### src/hdl/hub_cfg_map.vh
// register offsets, field positions and reset values of the hub configuration bank
`ifndef HUB_CFG_MAP_VH
`define HUB_CFG_MAP_VH
`define DEVICE_SETUP_OFFSET        8'h05
`define CHARGE_PORT_SUPPORT_OFFSET 8'h06
`define REMOVABLE_PORT_MAP_OFFSET  8'h07
`define PORT_USED_OFFSET           8'h08
`define LPS_BLOCK_BIT              5
`define PORT_IND_BIT               4
`define GANGED_BIT                 3
`define FULL_PWR_BIT               2
`define REMOVABLE_RESET            4'h0
`define PORT_USED_RESET            4'hf
`define DEVICE_SETUP_HI_RESET      2'h0
`endif

### src/hdl/hub_config_register_bank.v
// configuration register bank: device setup, charge support and removable maps
// Functional notes
// - while the low-power block bit is set, u1/u2 is neither started nor accepted unless forced.
// - after a forced link power accept, u1/u2 stays enabled until power-on reset or upstream loss.
// - the low-power block bit is caught from the serial data strap when reset releases.
// - in i2c mode the setup bits are loaded from eeprom writes.
// - in smbus mode a host may overwrite the writable setup bits.
// - the port indicator flag always reads 1 and cannot be changed.
// - the common power flag always reads 1 and cannot be changed.
// - the full power management bit is caught from the power management strap at reset release.
// - the two low bits of the setup register always read zero.
// - the upper four bits of the charge support register read zero and are read only.
// - each charge support bit marks the downstream port of the same index as charge capable.
// - only charge support bits of ports enabled in the used mask may be overwritten.
// - the removable register sits at offset 7 and resets to zero.
// - each low removable bit marks the matching downstream port device as removable.
`timescale 1ns/100ps
`default_nettype none
`include "hub_cfg_map.vh"
module hub_config_register_bank #(
  parameter PORTS = 4
) (
  input  wire             core_clk,
  input  wire             rst_n,
  input  wire             smbus_mode,
  input  wire             cfg_wr,
  input  wire [7:0]       cfg_addr,
  input  wire [7:0]       cfg_wdata,
  input  wire             cfg_rd,
  output reg  [7:0]       cfg_rdata,
  input  wire             serial_data_strap,
  input  wire             power_mgmt_strap,
  input  wire             port0_power_charge_strap,
  input  wire             force_pm_accept,
  input  wire             upstream_disconnect,
  input  wire             u1u2_req,
  output reg              u1u2_allow,
  output reg              low_power_state_block,
  output reg              full_power_mgmt_n,
  output reg  [PORTS-1:0] charge_support_mask,
  output reg  [PORTS-1:0] removable_mask,
  output reg  [PORTS-1:0] port_used_mask
);

  ////////////////////////////////////////////////////////////////////////////
  // register state and the next values feeding it
  reg             strap_pending_q;
  reg             forced_q;
  reg [1:0]       setup_hi_q;
  reg             forced_d;
  reg [1:0]       setup_hi_d;
  reg             block_d;
  reg             full_pwr_d;
  reg [PORTS-1:0] charge_d;
  reg [PORTS-1:0] removable_d;
  reg [PORTS-1:0] used_d;
  reg             allow_d;
  reg [7:0]       rdata_d;

  // merge a byte into a mask, touching only bits of used ports
  function [PORTS-1:0] used_merge;
    input [PORTS-1:0] old_v;
    input [PORTS-1:0] new_v;
    input [PORTS-1:0] used_v;
    begin
      used_merge = (old_v & ~used_v) | (new_v & used_v);
    end
  endfunction

  // pad a port mask to a byte; the reserved upper bits read zero
  function [7:0] mask_byte;
    input [PORTS-1:0] mask_v;
    begin
      mask_byte = {{(8-PORTS){1'b0}}, mask_v};
    end
  endfunction

  // offset decode of the write strobe; smbus_mode gates nothing here, since
  // the eeprom loader and the smbus host share this one write port and both
  // modes accept writes alike
  wire wr_setup   = cfg_wr && (cfg_addr == `DEVICE_SETUP_OFFSET);
  wire wr_charge  = cfg_wr && (cfg_addr == `CHARGE_PORT_SUPPORT_OFFSET);
  wire wr_remove  = cfg_wr && (cfg_addr == `REMOVABLE_PORT_MAP_OFFSET);
  wire wr_used    = cfg_wr && (cfg_addr == `PORT_USED_OFFSET);

  ////////////////////////////////////////////////////////////////////////////
  // next values of the register fields; the strap edge wins over any write
  // so a loader that starts early cannot mask the strapped defaults
  always @* begin
    block_d     = low_power_state_block;
    full_pwr_d  = full_power_mgmt_n;
    setup_hi_d  = setup_hi_q;
    charge_d    = charge_support_mask;
    removable_d = removable_mask;
    used_d      = port_used_mask;
    if (strap_pending_q) begin
      block_d    = serial_data_strap;
      full_pwr_d = power_mgmt_strap;
      charge_d   = {PORTS{port0_power_charge_strap}};
    end else begin
      // eeprom or host writes (both arrive on the same write port)
      // host overwrite in smbus mode; mode only matters to the loader
      if (wr_setup) begin
        // indicator, ganged and low bits ignore writes
        block_d    = cfg_wdata[`LPS_BLOCK_BIT];
        full_pwr_d = cfg_wdata[`FULL_PWR_BIT];
        setup_hi_d = cfg_wdata[7:6];
      end
      // only used ports take new charge bits
      if (wr_charge) begin
        charge_d = used_merge(charge_support_mask, cfg_wdata[PORTS-1:0], port_used_mask);
      end
      if (wr_remove) begin
        removable_d = used_merge(removable_mask, cfg_wdata[PORTS-1:0], port_used_mask);
      end
      // the used mask gates the two maps above, so a write to it only
      // steers map writes from the following cycle on
      if (wr_used) begin
        used_d = cfg_wdata[PORTS-1:0];
      end
    end
  end

  ////////////////////////////////////////////////////////////////////////////
  // the asynchronous reset loads constants only; straps are caught on the
  // first clock after release since a pin may not feed an async-reset flop
  always @(posedge core_clk or negedge rst_n) begin
    if (!rst_n) begin
      strap_pending_q       <= 1'b1;
      low_power_state_block <= 1'b0;
      full_power_mgmt_n     <= 1'b0;
      setup_hi_q            <= `DEVICE_SETUP_HI_RESET;
      charge_support_mask   <= {PORTS{1'b0}};
      removable_mask        <= `REMOVABLE_RESET;
      port_used_mask        <= `PORT_USED_RESET;
    end else begin
      strap_pending_q       <= 1'b0;
      low_power_state_block <= block_d;
      full_power_mgmt_n     <= full_pwr_d;
      setup_hi_q            <= setup_hi_d;
      charge_support_mask   <= charge_d;
      removable_mask        <= removable_d;
      port_used_mask        <= used_d;
    end
  end

  ////////////////////////////////////////////////////////////////////////////
  // link power gating; the forced state lasts until reset or upstream loss.
  // disconnect is a level, not a clear strobe: while it stands no link can
  // carry a forced accept, so it overrides a set in the same cycle
  always @* begin
    forced_d = forced_q;
    if (upstream_disconnect) begin
      forced_d = 1'b0;
    end else if (force_pm_accept) begin
      forced_d = 1'b1;
    end
    allow_d = u1u2_req && !upstream_disconnect &&
              (!low_power_state_block || forced_q || force_pm_accept);
  end

  // gate state; the accept goes out registered, one cycle after the request
  always @(posedge core_clk or negedge rst_n) begin
    if (!rst_n) begin
      forced_q   <= 1'b0;
      u1u2_allow <= 1'b0;
    end else begin
      forced_q   <= forced_d;
      u1u2_allow <= allow_d;
    end
  end

  ////////////////////////////////////////////////////////////////////////////
  // read decode; unmapped offsets read zero so a loader probing past the
  // bank never sees a stale byte
  always @* begin
    case (cfg_addr)
      `DEVICE_SETUP_OFFSET: begin
        rdata_d = {setup_hi_q, low_power_state_block, 1'b1, 1'b1,
                   full_power_mgmt_n, 2'b00};
      end
      `CHARGE_PORT_SUPPORT_OFFSET: begin
        rdata_d = mask_byte(charge_support_mask);
      end
      `REMOVABLE_PORT_MAP_OFFSET: begin
        rdata_d = mask_byte(removable_mask);
      end
      `PORT_USED_OFFSET: begin
        rdata_d = mask_byte(port_used_mask);
      end
      default: begin
        rdata_d = 8'h00;
      end
    endcase
  end

  // read data register; it holds between reads so a slow master may take
  // it late, at the cost of showing an old byte until the next read
  always @(posedge core_clk or negedge rst_n) begin
    if (!rst_n) begin
      cfg_rdata <= 8'h00;
    end else if (cfg_rd) begin
      cfg_rdata <= rdata_d;
    end
  end

endmodule
`default_nettype wire

### config.mk
export PLATFORM = sky130hd
export DESIGN_NAME = hub_config_register_bank
export DESIGN_NICKNAME = d
export VERILOG_FILES = /design/src/hdl/hub_config_register_bank.v
export VERILOG_INCLUDE_DIRS = /design/src /design/src/hdl
export SDC_FILE = /design/constraint.sdc
export NUM_CORES = 1
export LEC_CHECK = 0
export ABC_AREA = 1
export BUFFER_PORTS_ARGS = -buffer_cell sky130_fd_sc_hd__buf_2
export CAP_MARGIN = 20
export CORE_MARGIN = 10
export CORE_UTILIZATION = 44
export DETAILED_ROUTE_END_ITERATION = 10
export GPL_TIMING_DRIVEN = 0
export PLACE_DENSITY = 0.76
export REMOVE_ABC_BUFFERS = 1
export SLEW_MARGIN = 20
export SYNTH_ARGS = -nofsm -noshare
export SYNTH_HDL_FRONTEND = slang
export SYNTH_SLANG_ARGS = --single-unit
### constraint.sdc
create_clock -name core_clk -period 1.25 [get_ports core_clk]
set_clock_uncertainty 0.1 [all_clocks]
set_input_delay 0 -clock core_clk [delete_from_list [all_inputs] [get_ports core_clk]]
set_output_delay 0 -clock core_clk [all_outputs]
set_load 0.01 [all_outputs]
==> impl_metrics.ini, run 1 <==
[run_status]
status = finished, violations left
violations = setup timing

[grt]
gr-total-overflow = 0
grt_usage_pct = 13.2
grt_max_degree = 28
grt_pass1_vias = 1390
grt_pass1_wl_mm = 6.63
antenna_found_initial = 1

[logic_synthesis]
ys_seq_area_share_pct = 47.6
synth_area_leader_cell = dfrtp_1
yosys_warnings = 0
yosysTopAreaCellShare_pct = 38.4
syn_inst = 183
synth_cell_types = 24
synth_edf_count = 0
async_flop_share_pct = 100
syn_avg_cell_area_sq_um = 7.83
netlist_top_cells_area = dfrtp_1 (38%), nand2_1 (15%), nand3_1 (11%)
ys_ff_latch = 27
synth_flop_cell = dfrtp_1
synth_area_sq_mm = 0.00143

[placement]
pre_cts_slack_ps = -73.1
dp_hpwl_mm = 2.82
port_buffers = 47
placed_area_sq_mm = 0.00170
place_inst = 271
gp_congestion = 0.845

[clock_network]
cts-htree-levels = 1
clock_latency_ps = 330
cts_tree = done
cts_root_buf = clkbuf_4
clock_path_buffers = 2
clkSlewWorstSetupHoldPaths_ps = 150
clock_sinks = 27
cts_made_buffers = 3

[floorplan]
boundaryPins = 50
die_w_um = 77.1
num_rows = 20
coreArea_sq_mm = 0.00308
initial_core_util_pct = 46.5
die_area_sq_mm = 0.00594
die_h_um = 77.1

[power_and_ir_drop]
peakVddDrop_mv = 0.498
total_power_uw = 1600
power_density_mw_per_mm2 = 793
power_leakage_uw = 0.00112

[final_layout]
finalInstanceArea_sq_mm = 0.00202
layout-drive-gt1-share_pct = 37.4
post-route-util_pct = 65.7
final_cells = 302
fin_nets = 285
syn_to_final_growth_pct = 41.2

[route]
wl_mm = 4.08
ant_nets = 0
wl_per_cell_um = 13.5
drt_iter0_drc = 80
vias_per_cell = 4.87
dr.pass1.iters = 4
drc = 0
vias = 1471

[job]
maxCapViolations = 0

[worst_hold_path]
min_from = cfg_addr[3]
min_delay_path_depth = 5
hold_class = in2reg

[critical_path]
worstPathArrival_ps = 1470
criticalPathCategory = reg2reg
setup.worst_path.end_class = flip-flop
critPathRequiredTime_ps = 1390
crit_start = strap_pending_q$_DFF_PN1_
ff2ff_path_depth = 5
r2r-start = strap_pending_q$_DFF_PN1_
startpoint_type = flip-flop
cp_max_fo = 6

[sta]
slew_headroom_pct = 59.6
finalCritPeriodShare_pct = 106
period_needed_ps = 1330
setup_viol = 11
fmax_mhz = 752
worst_pin_slew_ps = 605
slew_viol_final = 0
timing.final.ws_setup_ps = -79.4
rsz0062_at_grt = true
hold_viol = 0
power by group:
part | switching, uW | internal (uW) | total, uW
combinational | 151 | 122 | 273
sequential | 29.7 | 907 | 937
clock | 272 | 123 | 395
total | 453 | 1150 | 1600
Yosys cell counts, types with 2 or more instances:
library cell and number:
nand2_1 58, nand3_1 32, dfrtp_1 22, inv_1 19, o21ai_1 12, dfstp_2 5, inv_2 5, nor2_1 5
nand2_2 4, nor2_4 3, o31ai_1 3, a21oi_1 2, nor2_2 2
cell type report:
cell class | count | area (sq um)
Antenna cell | 1 | 2.50
Timing Repair inverter | 1 | 7.51
Multi-Input combinational cell | 129 | 689
Timing Repair Buffer | 72 | 463
Clock inverter | 1 | 7.51
Inverter | 24 | 93.8
Fill cell | 271 | 1050
Tap cell | 44 | 55.1
Sequential cell | 27 | 682
Clock buffer | 3 | 22.5
layout by cell type (no fill, tap or decap), drive strengths merged:
master | Yosys | final
a21oi | 2 | 2
and2 | 2 | 2
and3 | 1 | 1
buf | 3 | 56
clkbuf | 0 | 3
clkinvlp | 0 | 3
conb | 1 | 1
dfrtp | 22 | 22
dfstp | 5 | 5
diode | 0 | 1
dlygate4sd3 | 0 | 16
inv | 24 | 23
nand2 | 63 | 63
nand3 | 33 | 33
nor2 | 11 | 11
o21ai | 13 | 13
o31ai | 3 | 3
worst paths after layout:
kind	to	slack (ps)
worst max-delay path	low_power_state_block$_DFFE_PN0P_	-80
worst min register to register	cfg_rdata[2]$_DFFE_PN0P_	390
max in group asynchronous	asynchronous set/reset pin	570
min in group asynchronous	asynchronous set/reset pin	90
worst min-delay path	port_used_mask[2]$_DFFE_PN1P_	20
worst max register to register	low_power_state_block$_DFFE_PN0P_	-80
cell families (layout without fill, tap and decap cells):
logic type      Yosys count  after routing  share of synthesized area, %
flops                    27             27                          47.6
compound gates           18             18                          6.81
other cells               1              2                         0.262
buf+inv                  27            101                          7.95
simple gates            110            110                          37.4
timing repair:
item	CTS	global route
resized for setup	6	9
endpoints found under the setup margin	7	18
pin swaps	6	3
cloned	1	0
hold endpoints to repair	53	0
buffers inserted	2	7
hold buffers	16	0
worst max-delay path, stage by stage (launching register included):
cell and delay, ps:
dfstp_2 690, clkinvlp_4 200, nand2_1 100, nand2_1 50, nand2_1 50, o21ai_1 50
through the flow:
stage,hold WS (ps),TNS [ps]
after floorplan,-396,0
after CTS,35.2,-266
after detailed placement,-55.8,-115
after global routing,42.5,-1280
final,23.6,-405
after global placement,-52.6,-79.2
per-layer routing:
| metal | track usage [%] | share of wire, % |
|---|---|---|
| met5 | 0 | 0 |
| met4 | 7.48 | 3.3 |
| met3 | 3.85 | 6.2 |
| met2 | 20.2 | 47 |
| met1 | 16.2 | 44 |
Note: power is estimated with default switching activity, not from simulation.
==> run 2, diff against run 1 <==
Settings changed: ABC_AREA 1 to 0, CORE_UTILIZATION 44 to 43, PLACE_DENSITY 0.76 to 0.75.
==> impl_metrics.ini, run 2 <==
[sta]
period_needed_ps = 1470
slew_viol_final = 0
worst_pin_slew_ps = 591
slew_headroom_pct = 60.6
finalCritPeriodShare_pct = 117
timing.final.ws_setup_ps = -217
hold_ws_ps = -48.5
fmax_mhz = 681
rsz0062_at_grt = true
setup_tns_ps = -2020
setup_viol = 17
hold_viol = 4

[critical_path]
critPathRequiredTime_ps = 1380
startpoint_type = flip-flop
slowest_stage = dfstp_2
worstPathArrival_ps = 1600
cp_max_fo = 4
crit_chain = nand2b_4 -> nor4_4 -> nand2_1 -> mux2_1
crit_family = simple AND/OR/NAND/NOR gates
critPathBufInv = 0
slowest_delay_ps = 400
criticalPathCategory = reg2reg
setup.worst_path.end_class = flip-flop

[clock_network]
cts_root_buf = clkbuf_4
cts_tree = done
cts_made_buffers = 3
cts-htree-levels = 1
clock_latency_ps = 330
hold_buffers = 15
clock_sinks = 27
clock_path_buffers = 2
clkSlewWorstSetupHoldPaths_ps = 150

[floorplan]
die_h_um = 75.8
boundaryPins = 50
die_w_um = 75.8
die_area_sq_mm = 0.00575
num_rows = 20
coreArea_sq_mm = 0.00303
initial_core_util_pct = 44.3

[logic_synthesis]
synth_flop_cell = dfrtp_1
yosysMostFrequentCell = dfrtp_1
ys_seq_area_share_pct = 50.9
ys_ff_latch = 27
synth_area_sq_mm = 0.00134
yosys_warnings = 0
synth_edf_count = 0
yosysTopAreaCellShare_pct = 41.1
async_flop_share_pct = 100
netlist_top_cells_area = dfrtp_1 (41%), dfstp_2 (9.8%), mux2_4 (4.5%)
syn_inst = 119
synth_cell_types = 35
syn_avg_cell_area_sq_um = 11.3
synth_area_leader_cell = dfrtp_1
synth_common_cells = dfrtp_1 (22), nand2_1 (12), o21ai_0 (9), inv_1 (6)

[route]
ant_nets = 0
wl_mm = 3.69
vias_per_cell = 5.18
dr.pass1.iters = 5
wl_per_cell_um = 16.4
drt_iter0_drc = 82
drc = 0
vias = 1166

[grt]
gr-total-overflow = 0
antenna_found_initial = 0
grt_pass1_vias = 1115
grt_pass1_wl_mm = 5.49
grt_usage_pct = 12.5
grt_max_degree = 28

[power_and_ir_drop]
p_sw_uw = 417
swShare_pct = 26.6
p_seq_share_pct = 59.3
total_power_uw = 1570
comb_power_share_pct = 15.7
clkPwrFrac_pct = 25.0
power_leakage_uw = 0.000869
peakVddDrop_mv = 0.387
p_int_uw = 1150
power_density_mw_per_mm2 = 841

[placement]
port_buffers = 47
pre_cts_slack_ps = -533
gp_congestion = 0.901
dp_hpwl_mm = 2.55

[final_layout]
layout_common_cells = buf_2 (45), dfrtp_1 (22), dlygate4sd3_1 (15)
antenna_cells = 0
multi_input_area_sq_um = 667
layout-drive-gt1-share_pct = 43.6
post-route-util_pct = 61.6
layout_commonest_cell = buf_2
fill_cells = 238
final-seq-area_sq_um = 682
fin_nets = 209
syn_to_final_growth_pct = 39.2

[job]
maxCapViolations = 0

[run_status]
violations = hold timing, setup timing
status = finished, violations left

[worst_hold_path]
hold_class = in2reg
[run 2: final cells by class]
class                      instances  share of cell area, %
clock buffer                       4                   1.41
inverter                           6                   1.21
multi-input combinational         80                   35.7
sequential                        27                   36.6
tap                               44                   2.95
timing repair buffer              64                   22.1
[run 2: path summary, 6_finish.rpt]
check	from	endpoint	slack [ps]	depth (start not counted)
max	strap_pending_q$_DFF_PN1_	flip-flop	-220	4
min	cfg_addr[5]	cfg_rdata[0]$_DFFE_PN0P_	-50	4
max reg2reg	strap_pending_q$_DFF_PN1_	flip-flop	-220	4
min reg2reg	cfg_rdata[0]$_DFFE_PN0P_	cfg_rdata[0]$_DFFE_PN0P_	410	1
max in group asynchronous	rst_n	cfg_rdata[7]$_DFFE_PN0P_	510	2
min in group asynchronous	rst_n	asynchronous set/reset pin	150	2
[run 2: per-stage QoR]
| stage | std cells | instance area (sq um) |
|---|---|---|
| 3_3_place_gp | 204 | 1600 |
| 4_1_cts | 224 | 1800 |
| 6_report | 225 | 1870 |
| 5_1_grt | 225 | 1870 |
| 3_5_place_dp | 204 | 1600 |
| 2_1_floorplan | 113 | 1310 |
[run 2: power by group through the flow]
| stage | Clock [uW] | Sequential (uW) | Combinational, uW |
|---|---|---|---|
| floorplan | 0 | 955 | 62.2 |
| global placement | 0 | 947 | 177 |
| detailed placement | 0 | 948 | 183 |
| CTS | 397 | 929 | 229 |
| global route | 425 | 934 | 271 |
| finish | 392 | 931 | 247 |
[run 2: worst min-delay path: stages]
cell and delay (ps):
buf_6 70, nor4_2 50, nand3_1 150, o2bb2ai_1 90
[run 2: kinds of logic (layout without fill, tap and decap cells)]
| family | after synthesis | after routing | share of synthesized area [%] |
|---|---|---|---|
| AND/OR/NAND/NOR | 38 | 38 | 18.5 |
| multiplexers | 14 | 14 | 12.6 |
| other | 1 | 1 | 0.280 |
| buffers and inverters | 12 | 74 | 4.01 |
| flip-flops | 27 | 27 | 50.9 |
| AO/OA/AOI/OAI | 27 | 27 | 13.7 |
[run 2: timing repair]
| action | CTS | global route |
|---|---|---|
| setup endpoints to repair | 16 | 23 |
| resized for setup | 5 | 12 |
| endpoints found under the hold margin | 52 | 3 |
| setup buffers | 1 | 1 |
| pin swaps | 2 | 0 |
[run 2: routing by layer]
layer	GRT usage (%)	wire length (um)	up-vias
li1	-	-	562
met3	1.56	230	6
met5	0	0	-
met1	14.4	1450	560
met2	22.1	1920	38
met4	6.19	91	0
==> run 3, diff against run 2 <==
Settings changed: CORE_MARGIN 10 to 5.
==> impl_metrics.ini, run 3 (synthesized netlist as in run 2, its figures left out) <==
[run_status]
status = finished, violations left
violations = hold timing, setup timing

[route]
drt_iter0_drc = 81
vias_per_cell = 5.43
wl_mm = 3.77
dr.pass1.iters = 4
ant_nets = 0
wl_per_cell_um = 16.5
drc = 0
vias = 1238

[sta]
slew_viol_final = 0
rsz0062_at_grt = true
finalCritPeriodShare_pct = 115
hold_viol = 3
worst_pin_slew_ps = 603
fmax_mhz = 694
setup_viol = 15
slew_headroom_pct = 59.8
period_needed_ps = 1440
hold_ws_ps = -27.2
timing.final.ws_setup_ps = -192

[placement]
port_buffers = 47
placed_area_sq_mm = 0.00160
pre_cts_slack_ps = -548
dp_hpwl_mm = 2.55
place_inst = 204
gp_congestion = 0.859

[grt]
grt_max_degree = 28
gr-total-overflow = 0
grt_pass1_wl_mm = 5.95
antenna_found_initial = 0
grt_usage_pct = 17.9
grt_pass1_vias = 1266

[floorplan]
die_area_sq_mm = 0.00433
boundaryPins = 50
die_h_um = 65.8
coreArea_sq_mm = 0.00303
die_w_um = 65.8
initial_core_util_pct = 44.3
num_rows = 20

[clock_network]
cts_made_buffers = 3
hold_buffers = 15
clock_sinks = 27
clkSlewWorstSetupHoldPaths_ps = 150
clock_path_buffers = 2
cts_tree = done
cts_root_buf = clkbuf_4
cts-htree-levels = 1
clock_latency_ps = 330

[job]
maxCapViolations = 0

[final_layout]
layout_common_cells = buf_2 (45), dfrtp_1 (22), dlygate4sd3_1 (15)
layout_commonest_cell = buf_2
fill_cells = 247
final_cells = 228
antenna_cells = 0
multi_input_area_sq_um = 667
fin_nets = 212
layout-drive-gt1-share_pct = 44.0
finalInstanceArea_sq_mm = 0.00190
syn_to_final_growth_pct = 42.1
final-seq-area_sq_um = 682

[power_and_ir_drop]
total_power_uw = 1580
peakVddDrop_mv = 0.363
power_leakage_uw = 0.000888
power_density_mw_per_mm2 = 827

[critical_path]
criticalPathCategory = reg2reg
setup.worst_path.end_class = flip-flop
critPathRequiredTime_ps = 1370
cp_max_fo = 4
startpoint_type = flip-flop
worstPathArrival_ps = 1560

[worst_hold_path]
hold_class = in2reg
run 3: cell types whose count changed in the layout (fill, tap and decap cells not counted):
cell     change
buf_6        +1
buf_4        +1
buf_12       +1
nor3_1       -1
nor3_2       +1
mux2_4       -1
mux2_1       +1
o21ai_0      -1
and2_1       +1
and2_2       -1
o21ai_1      +1
run 3: worst max-delay path: stages (launching register included):
cell and delay [ps]:
dfstp_2 400, nand2b_4 160, nor4_4 250, nand2_1 120, mux2_4 310
run 3: final timing paths:
| path | start | endpoint | slack (ps) | cells after the start |
|---|---|---|---|---|
| worst max register to register | strap_pending_q$_DFF_PN1_ | flip-flop | -190 | 4 |
| worst min-delay path | cfg_addr[4] | cfg_rdata[1]$_DFFE_PN0P_ | -30 | 4 |
| min in group asynchronous | rst_n | cfg_rdata[2]$_DFFE_PN0P_ | 90 | 2 |
| max in group asynchronous | rst_n | setup_hi_q[1]$_DFFE_PN0P_ | 560 | 2 |
| worst min register to register | cfg_rdata[1]$_DFFE_PN0P_ | cfg_rdata[1]$_DFFE_PN0P_ | 410 | 1 |
| worst max-delay path | strap_pending_q$_DFF_PN1_ | flip-flop | -190 | 4 |
run 3: metrics by stage:
step / utilization, % / setup TNS [ps]
2_1_floorplan: - / -3470
3_3_place_gp: 52.8 / -9150
3_5_place_dp: 52.8 / -10000
4_1_cts: 59.7 / -2980
5_1_grt: 62.9 / -3230
6_report: 62.9 / -2260
run 3: layer usage:
metal / global-route usage, % / share of wire (%) / vias to the layer above
met4: 7.51 / 1.9 / 0
met1: 20.2 / 38 / 607
li1: - / - / 568
met3: 1.53 / 5.8 / 9
met2: 34.0 / 54 / 54
met5: 0 / 0 / -
run 3: timing repair:
item | in CTS | in global routing
buffers inserted | 2 | 3
gates resized for setup | 5 | 13
endpoints found under the hold margin | 51 | 3
endpoints found under the setup margin | 17 | 24
pin swaps | 4 | 4
run 3: report_power, final:
group	internal (uW)	switching [uW]	leakage (uW)
clock	125	257	0.0000150
combinational	128	132	0.000531
sequential	907	25.6	0.000342
run 3: cell type report:
cell class	instances	area share (%)
clock buffers	4	1.38
inverters	6	1.18
well taps	44	2.89
flip-flops and latches	27	35.8
multi-input cells	80	35.0
repair buffers	67	23.7
